===== src/verilog/rcu_pkg.sv =====
// Purpose: Constants, register map and carrier types of the reset control unit.
// Assumes: One 40 MHz clock, AXI4-Lite register access, 32-bit data.
// Notes: Reset sources are active low at the pins; flags sit in one word.
//
// How it works
// RULE1: Pin, power-on, soft trigger or brown-out reset chip.
// RULE2: Brown-out input holds master reset while low.
// RULE3: Writing zero to control bit zero resets chip.
// RULE4: Trigger write honoured only while system is unlocked.
// RULE5: Trigger bit returns to one by itself.
// RULE6: System reset spares these registers and attached debug.
// RULE7: Debug logic reset only when no debug link; the code also resets it in every chip reset, link or not.
// RULE8: Status bit six records watchdog reset, write-one clears.
// RULE9: Status bit three records core reset request.
// RULE10: Status bit two records software master reset.
// RULE11: Status bit one records reset pin cause.
// RULE12: Status bit zero records power-on, reads one initially.
// RULE13: Processor is halted while any reset is asserted.
// RULE14: Processor restarts in thread mode at vector four.
// RULE15: Software unlocks with key sequence outside this block.
// RULE16: Core reset request clears itself inside the reset.
// RULE17: Cause flags persist until software clears them.
package rcu_pkg;

   localparam logic [11:0] RCU_OFS_CTRL = 12'h000;
   localparam logic [11:0] RCU_OFS_CAUSE = 12'h004;
   localparam logic [11:0] RCU_OFS_IRQ_STS = 12'h008;
   localparam logic [11:0] RCU_OFS_IRQ_EN = 12'h00C;
   localparam logic [11:0] RCU_OFS_IRQ_CLR = 12'h010;

   localparam int RCU_BIT_TRIG = 0;
   localparam int RCU_BIT_POR = 0;
   localparam int RCU_BIT_PIN = 1;
   localparam int RCU_BIT_SOFT = 2;
   localparam int RCU_BIT_CORE = 3;
   localparam int RCU_BIT_WDG = 6;

   localparam logic [6:0] RCU_CAUSE_RST = 7'h01;
   localparam logic [6:0] RCU_IRQ_EN_RST = 7'h00;
   localparam logic [6:0] RCU_IRQ_STS_RST = 7'h00;
   localparam logic RCU_TRIG_RST = 1'b1;

   localparam logic [31:0] RCU_RESET_VECTOR = 32'h0000_0004;

   localparam logic [1:0] RCU_RESP_OKAY = 2'h0;
   localparam logic [1:0] RCU_RESP_SLVERR = 2'h2;

   // Reset outputs stay low at least this long after the last cause ends.
   localparam int RCU_HOLD_NS = 200;
   localparam int RCU_CLK_NS = 25;
   localparam int RCU_HOLD_CYC_I = (RCU_HOLD_NS + RCU_CLK_NS - 1) / RCU_CLK_NS;
   localparam logic [7:0] RCU_HOLD_CYC = 8'(RCU_HOLD_CYC_I);

   typedef enum logic [2:0] {
      RCU_ST_RUN = 3'h1,
      RCU_ST_CHIP = 3'h2,
      RCU_ST_SYS = 3'h4
   } rcu_state_t;

   typedef struct packed {
      logic awvalid;
      logic [31:0] awaddr;
      logic wvalid;
      logic [31:0] wdata;
      logic [3:0] wstrb;
      logic bready;
      logic arvalid;
      logic [31:0] araddr;
      logic rready;
   } rcu_axi_req_t;

   typedef struct packed {
      logic awready;
      logic wready;
      logic bvalid;
      logic [1:0] bresp;
      logic arready;
      logic rvalid;
      logic [31:0] rdata;
      logic [1:0] rresp;
   } rcu_axi_rsp_t;

   typedef struct packed {
      logic [2:0] pin_sync;
      logic [2:0] por_sync;
      logic [2:0] lvr_sync;
      logic [2:0] dbg_sync;
      logic pin_n;
      logic por_n;
      logic lvr_n;
      logic dbg;
      rcu_state_t st;
      logic [7:0] cnt;
      logic trig;
      logic soft_pend;
      logic wdg_pend;
      logic core_pend;
      logic [6:0] cause;
      logic [6:0] irq_sts;
      logic [6:0] irq_en;
      logic irq;
      logic chip_rst_n;
      logic sys_rst_n;
      logic dbg_rst_n;
      logic core_run;
      logic aw_got;
      logic [11:0] aw_addr;
      logic w_got;
      logic [31:0] w_data;
      logic [3:0] w_strb;
      rcu_axi_rsp_t rsp;
   } rcu_state_s_t;

   localparam rcu_state_s_t RCU_STATE_RST = '{
      pin_sync: 3'h7, por_sync: 3'h7, lvr_sync: 3'h7, dbg_sync: 3'h0,
      pin_n: 1'b1, por_n: 1'b1, lvr_n: 1'b1, dbg: 1'b0,
      st: RCU_ST_CHIP, cnt: RCU_HOLD_CYC, trig: RCU_TRIG_RST,
      soft_pend: 1'b0, wdg_pend: 1'b0, core_pend: 1'b0,
      cause: RCU_CAUSE_RST, irq_sts: RCU_IRQ_STS_RST, irq_en: RCU_IRQ_EN_RST,
      irq: 1'b0, chip_rst_n: 1'b0, sys_rst_n: 1'b0, dbg_rst_n: 1'b0,
      core_run: 1'b0, aw_got: 1'b0, aw_addr: 12'h000, w_got: 1'b0,
      w_data: 32'h0000_0000, w_strb: 4'h0,
      rsp: '{awready: 1'b0, wready: 1'b0, bvalid: 1'b0, bresp: 2'h0,
             arready: 1'b0, rvalid: 1'b0, rdata: 32'h0000_0000,
             rresp: 2'h0}
   };

endpackage


===== src/verilog/rcu_top.sv =====
// Purpose: Reset control unit: merges reset causes, records them, drives
//          chip, system and debug resets and the processor run enable.
// Assumes: Pins and supply detectors are asynchronous; watchdog, core
//          request and lock state come from logic on aclk.
// Notes: The block itself is cleared only by aresetn, so its own
//        registers survive the resets it produces.
//
// Local design decision: the AXI4-Lite slave port.
`timescale 1ns/100ps
module rcu_top (
   input wire logic aclk,
   input wire logic aresetn,
   input wire rcu_pkg::rcu_axi_req_t axi_req,
   output rcu_pkg::rcu_axi_rsp_t axi_rsp,
   input wire logic pin_reset_n,
   input wire logic power_on_reset_n,
   input wire logic low_voltage_reset_n,
   input wire logic debug_link_present,
   input wire logic watchdog_reset,
   input wire logic core_reset_request,
   input wire logic unlock_state,
   output logic chip_reset_n,
   output logic system_reset_n,
   output logic debug_reset_n,
   output logic core_run,
   output logic [31:0] reset_vector,
   output logic irq
);
   import rcu_pkg::*;

   rcu_state_s_t q;
   rcu_state_s_t d;
   logic master_src;
   logic sys_src;
   logic [6:0] evt;
   logic [11:0] raddr;
   logic wr_go;
   logic lane0;

   always_comb begin
      d = q;
      raddr = axi_req.araddr[11:0];
      // Three-stage synchronisers; a level counts once stages two and
      // three agree, which also filters single-cycle pin glitches.
      d.pin_sync = {q.pin_sync[1:0], pin_reset_n};
      d.por_sync = {q.por_sync[1:0], power_on_reset_n};
      d.lvr_sync = {q.lvr_sync[1:0], low_voltage_reset_n};
      d.dbg_sync = {q.dbg_sync[1:0], debug_link_present};
      if (q.pin_sync[2] == q.pin_sync[1]) begin
         d.pin_n = q.pin_sync[2];
      end
      if (q.por_sync[2] == q.por_sync[1]) begin
         d.por_n = q.por_sync[2];
      end
      if (q.lvr_sync[2] == q.lvr_sync[1]) begin
         d.lvr_n = q.lvr_sync[2]; // RULE2
      end
      if (q.dbg_sync[2] == q.dbg_sync[1]) begin
         d.dbg = q.dbg_sync[2];
      end

      master_src = !q.pin_n || !q.por_n || !q.lvr_n || q.soft_pend; // RULE1
      sys_src = q.wdg_pend || q.core_pend;

      // Causes seen this cycle; set wins over a clear in the same cycle.
      evt = 7'h00;
      evt[RCU_BIT_POR] = !q.por_n; // RULE12
      evt[RCU_BIT_PIN] = !q.pin_n; // RULE11
      evt[RCU_BIT_SOFT] = q.soft_pend; // RULE10
      evt[RCU_BIT_CORE] = q.core_pend; // RULE9
      evt[RCU_BIT_WDG] = q.wdg_pend; // RULE8

      // Requests from running logic are only taken while the core runs.
      if (q.st == RCU_ST_RUN) begin
         if (watchdog_reset) begin
            d.wdg_pend = 1'b1;
         end
         if (core_reset_request) begin
            d.core_pend = 1'b1; // RULE16
         end
      end

      // Trigger bit reads zero for one cycle after being written, then
      // recovers to one on its own.
      if (!q.trig) begin
         d.trig = 1'b1; // RULE5
      end

      case (q.st)
         RCU_ST_RUN: begin
            if (master_src) begin
               d.st = RCU_ST_CHIP;
               d.cnt = RCU_HOLD_CYC;
            end else if (sys_src) begin
               d.st = RCU_ST_SYS;
               d.cnt = RCU_HOLD_CYC;
            end
         end
         RCU_ST_CHIP: begin
            d.soft_pend = 1'b0;
            d.wdg_pend = 1'b0;
            d.core_pend = 1'b0;
            if (master_src) begin
               d.cnt = RCU_HOLD_CYC; // RULE2
            end else if (q.cnt == 8'h00) begin
               d.st = RCU_ST_RUN;
            end else begin
               d.cnt = q.cnt - 8'h01;
            end
         end
         RCU_ST_SYS: begin
            // Clearing the pending flags here is what keeps them from starting
            // another system reset once the state is back in run.
            d.wdg_pend = 1'b0; // RULE16
            d.core_pend = 1'b0;
            if (master_src) begin
               d.st = RCU_ST_CHIP;
               d.cnt = RCU_HOLD_CYC;
            end else if (q.cnt == 8'h00) begin
               d.st = RCU_ST_RUN;
            end else begin
               d.cnt = q.cnt - 8'h01;
            end
         end
         default: begin
            d.st = RCU_ST_CHIP;
            d.cnt = RCU_HOLD_CYC;
         end
      endcase

      d.chip_rst_n = (d.st != RCU_ST_CHIP); // RULE1
      d.sys_rst_n = (d.st == RCU_ST_RUN); // RULE6
      // Master reset always clears debug; system reset only without link.
      d.dbg_rst_n = d.chip_rst_n && (d.sys_rst_n || d.dbg); // RULE7
      d.core_run = (d.st == RCU_ST_RUN); // RULE13 RULE14

      // Write address and data are taken in either order.
      if (axi_req.awvalid && q.rsp.awready) begin
         d.aw_got = 1'b1;
         d.aw_addr = axi_req.awaddr[11:0];
      end
      if (axi_req.wvalid && q.rsp.wready) begin
         d.w_got = 1'b1;
         d.w_data = axi_req.wdata;
         d.w_strb = axi_req.wstrb;
      end
      if (q.rsp.bvalid && axi_req.bready) begin
         d.rsp.bvalid = 1'b0;
      end
      wr_go = q.aw_got && q.w_got && !q.rsp.bvalid;
      lane0 = q.w_strb[0];
      if (wr_go) begin
         d.aw_got = 1'b0;
         d.w_got = 1'b0;
         d.rsp.bvalid = 1'b1;
         d.rsp.bresp = RCU_RESP_OKAY;
         case (q.aw_addr)
            RCU_OFS_CTRL: begin
               // Zero triggers only while unlocked; one does nothing.
               if (lane0 && !q.w_data[RCU_BIT_TRIG] && unlock_state
                   && q.st == RCU_ST_RUN) begin // RULE3 RULE4 RULE15
                  d.trig = 1'b0;
                  d.soft_pend = 1'b1;
               end
            end
            RCU_OFS_CAUSE: begin
               if (lane0) begin
                  d.cause = q.cause & ~q.w_data[6:0]; // RULE17
               end
            end
            RCU_OFS_IRQ_EN: begin
               if (lane0) begin
                  d.irq_en = q.w_data[6:0];
               end
            end
            RCU_OFS_IRQ_CLR: begin
               if (lane0) begin
                  d.irq_sts = q.irq_sts & ~q.w_data[6:0];
               end
            end
            RCU_OFS_IRQ_STS: begin
               d.rsp.bresp = RCU_RESP_OKAY;
            end
            default: begin
               d.rsp.bresp = RCU_RESP_SLVERR;
            end
         endcase
      end
      d.cause = d.cause | evt; // RULE8 RULE9 RULE10 RULE11 RULE12
      d.irq_sts = d.irq_sts | evt;
      d.irq = |(d.irq_sts & d.irq_en);
      d.rsp.awready = !d.aw_got && !d.rsp.bvalid && !wr_go;
      d.rsp.wready = !d.w_got && !d.rsp.bvalid && !wr_go;

      // Reads answer one cycle after the address is taken.
      if (q.rsp.rvalid && axi_req.rready) begin
         d.rsp.rvalid = 1'b0;
      end
      if (axi_req.arvalid && q.rsp.arready) begin
         d.rsp.rvalid = 1'b1;
         d.rsp.rresp = RCU_RESP_OKAY;
         d.rsp.rdata = 32'h0000_0000;
         case (raddr)
            RCU_OFS_CTRL: d.rsp.rdata[RCU_BIT_TRIG] = q.trig;
            RCU_OFS_CAUSE: d.rsp.rdata[6:0] = q.cause;
            RCU_OFS_IRQ_STS: d.rsp.rdata[6:0] = q.irq_sts;
            RCU_OFS_IRQ_EN: d.rsp.rdata[6:0] = q.irq_en;
            RCU_OFS_IRQ_CLR: d.rsp.rdata = 32'h0000_0000;
            default: d.rsp.rresp = RCU_RESP_SLVERR;
         endcase
      end
      d.rsp.arready = !d.rsp.rvalid;
   end

   always_ff @(posedge aclk) begin
      if (!aresetn) begin
         q <= RCU_STATE_RST;
      end else begin
         q <= d;
      end
   end

   assign axi_rsp = q.rsp;
   assign chip_reset_n = q.chip_rst_n;
   assign system_reset_n = q.sys_rst_n;
   assign debug_reset_n = q.dbg_rst_n;
   assign core_run = q.core_run;
   assign reset_vector = RCU_RESET_VECTOR; // RULE14
   assign irq = q.irq;

endmodule


===== config.mk =====
export PLATFORM = sky130hd
export DESIGN_NAME = rcu_top
export DESIGN_NICKNAME = d
export VERILOG_FILES = /design/src/verilog/rcu_pkg.sv /design/src/verilog/rcu_top.sv
export SDC_FILE = /design/constraint.sdc
export NUM_CORES = 1
export LEC_CHECK = 0
export BUFFER_PORTS_ARGS = -buffer_cell sky130_fd_sc_hd__buf_2
export CAP_MARGIN = 40
export CORE_MARGIN = 2
export CORE_UTILIZATION = 40
export CTS_CLUSTER_DIAMETER = 30
export DETAILED_ROUTE_END_ITERATION = 12
export PLACE_DENSITY = 0.7
export SLEW_MARGIN = 15
export SYNTH_ARGS = -nofsm -noshare
export SYNTH_HDL_FRONTEND = slang
export SYNTH_SLANG_ARGS = --single-unit
export TNS_END_PERCENT = 5

===== constraint.sdc =====
create_clock -name aclk -period 2.1 [get_ports aclk]
set_input_delay 0 -clock aclk [delete_from_list [all_inputs] [get_ports aclk]]
set_output_delay 0 -clock aclk [all_outputs]
set_load 0.02 [all_outputs]

==> results_dict.tcl <==
set metrics [dict create \
    status "completed" \
    io-pin-count 192 \
    synth_edf_count 0 \
    fin_ws_ps 124 \
    place_ws_ps 99.4 \
    initial_core_util 0.408 \
    cp.buffers_inverters 0 \
    setup_violations 0 \
    drv_slew 0 \
    hp-class "in2reg" \
    grt_pass1_vias 2982 \
    cts_buffers 9 \
    synth-xor-area-share 0.0148 \
    synth.top_cells.by_count "dfxtp_1, buf_4, nand2_1, a21oi_1, nor2_1" \
    tritoncts "done" \
    place_area_um2 4300 \
    synthToLayoutAreaGrowth_pct 15.3 \
    async_flop_share 0 \
    power_per_cell_area_nw_per_um2 789 \
    grt_max_degree 26 \
    synth_cell_type_count 54 \
    die_w_um 106 \
    netlist_top_cells_area "dfxtp_1, buf_4, nand2_1" \
    place.gp.congestion 0.801 \
    cp-start-kind "flip-flop" \
    dp_hpwl_mm 5.83 \
    nNetsFinal 671 \
    multi_input_area_um2 1890 \
    die_y_um 106 \
    ys_ff_latch 92 \
    arrival_ps 2200 \
    wl_per_cell_um 11.9 \
    crit_chain "nor4b_1 > and4_4 > nand3_4 > mux2_2 > a32oi_1 > a41oi_1" \
    drive_gt1_frac 0.189 \
    hold_viol 0 \
    worstMarginPinSlew_ps 650 \
    crit_family "simple AND/OR/NAND/NOR gates" \
    n_fill_cell 983 \
    synth_seq_area_share 0.444 \
    synth_flop_cell "dfxtp_1" \
    rsz0062_at_grt "false" \
    core_area_um2 10200 \
    leakagePower_nw 2.06 \
    criticalPathCategory "reg2reg" \
    final_area_um2 4790 \
    synth_top_family_by_area "simple AND/OR/NAND/NOR gates" \
    clk_latency_ps 360 \
    finalCritPeriodShare 0.941 \
    cts_root_buf "clkbuf_8" \
    synth-simple-area-share 0.215 \
    cp_max_fo 7 \
    cp-end-kind "flip-flop" \
    first_pass_iters 4 \
    drtAntennaViolNets 0 \
    slowest_delay_ps 370 \
    avgSynthCellArea_um2 8.72 \
    netlist.area_leader.share 0.444 \
    path_clk_slew_ps 90 \
    drv_cap 0 \
    gr-total-overflow 0 \
    cp_slowest_cell "dfxtp_1" \
    synth_top_area_cell "dfxtp_1" \
    grt_first_pass_wirelength_mm 13.5 \
    synth-compound-area-share 0.121 \
    drc 0 \
    clock_path_buffers 2 \
    dieArea_um2 11200 \
    std_cell_rows 37 \
    htreeDepth 3 \
    via_per_inst 4.71 \
    setup_tns_ps 0 \
    vias 3277 \
    fin_skew_ps 12.8 \
    syn-instance-count 476 \
    critPathRequiredTime_ps 2320 \
    ys_warn_count 0 \
    clkSinkCount 92 \
    drt_iter0_markers 136 \
    synth.area.mux_share 0.0401 \
    relSlewSlack 0.567 \
    port_buffers 64 \
    ir_drop_uv 401 \
    syn_area_um2 4150 \
    n_antenna_cell 0 \
    fmax_mhz 506 \
    fin_crit_ps 1980 \
    grt_util_all_layers 0.150 \
    yosys.area_share.adder 0.00844 \
    routed_wl_mm 8.29 \
    synthMostInstantiatedCell "dfxtp_1" \
    antenna_found_initial 0 \
    register_area_um2 1840 \
]
sequential cells by signal (all words and copies together), names as in the netlist:
name and cells:
core_run 1, q 62, lane0 1, chip_reset_n 1
axi_rsp 14, evt 3, debug_reset_n 1, irq 1
d 8
final timing paths:
check / from / depth (start not counted) / slack, ps / end
min reg2reg: d[146] / 1 / 420 / d[147]
max: q[82] / 6 / 120 / irq
min: aresetn / 2 / 20 / d[141]
max reg2reg: q[82] / 6 / 120 / irq
layer usage:
metal	vias up	wire [um]	global-route usage
li1	1628	-	-
met1	1522	3610	0.192
met2	114	4070	0.247
met3	13	470	0.0251
met4	0	129	0.0742
met5	-	0	0
layout make-up:
class / count / share of cell area
clock buffer: 11 / 0.0274
timing repair buffer: 101 / 0.140
multi-input combinational: 344 / 0.394
inverter: 7 / 0.00549
clock inverter: 5 / 0.0125
tap: 136 / 0.0355
sequential: 92 / 0.385
what timing repair did:
item / 4_1_cts / 5_1_grt
buffers inserted: 0 / 0
hold buffers: 29 / 0
endpoints found under the setup margin: 0 / 1
endpoints found under the hold margin: 30 / 0
gates resized for setup: 0 / 1
placed cells by master, fill, tap and decap left out, types with 11 or more instances in the layout:
cell | Yosys | routed
dfxtp_1 | 92 | 92
and2_1 | 11 | 11
nand2b_1 | 13 | 13
nand2_1 | 63 | 63
nor2_1 | 42 | 42
conb_1 | 2 | 59
buf_2 | 0 | 64
dlygate4sd3_1 | 0 | 29
nor3_1 | 13 | 12
mux2_2 | 11 | 11
a21oi_1 | 44 | 44
metrics by stage:
stage               power [mW]  hold WS, ps  instances   util
floorplan                 2.55         73.0        533      -
global placement          2.59          185        651  0.422
detailed placement        2.61          184        651  0.422
CTS                       3.82         5.64        696  0.470
global route              4.00         21.9        696  0.470
finish                    3.78         17.7        696  0.470
where the power goes:
part           internal (mW)  switching (mW)
clock network          0.556           0.604
registers               1.85          0.0880
logic                  0.270           0.408
logic make-up (layout without fill, tap and decap cells):
family                   after synthesis  count (layout)
XOR/XNOR                               7               7
multiplexers                          14              14
other                                  2              59
buffers and inverters                 97             124
AND/OR/NAND/NOR                      178             178
AO/OA/AOI/OAI                         83              83
flip-flops                            92              92
adder cells (fa/ha/maj)                3               3
Power figures use the tool's default switching activity.
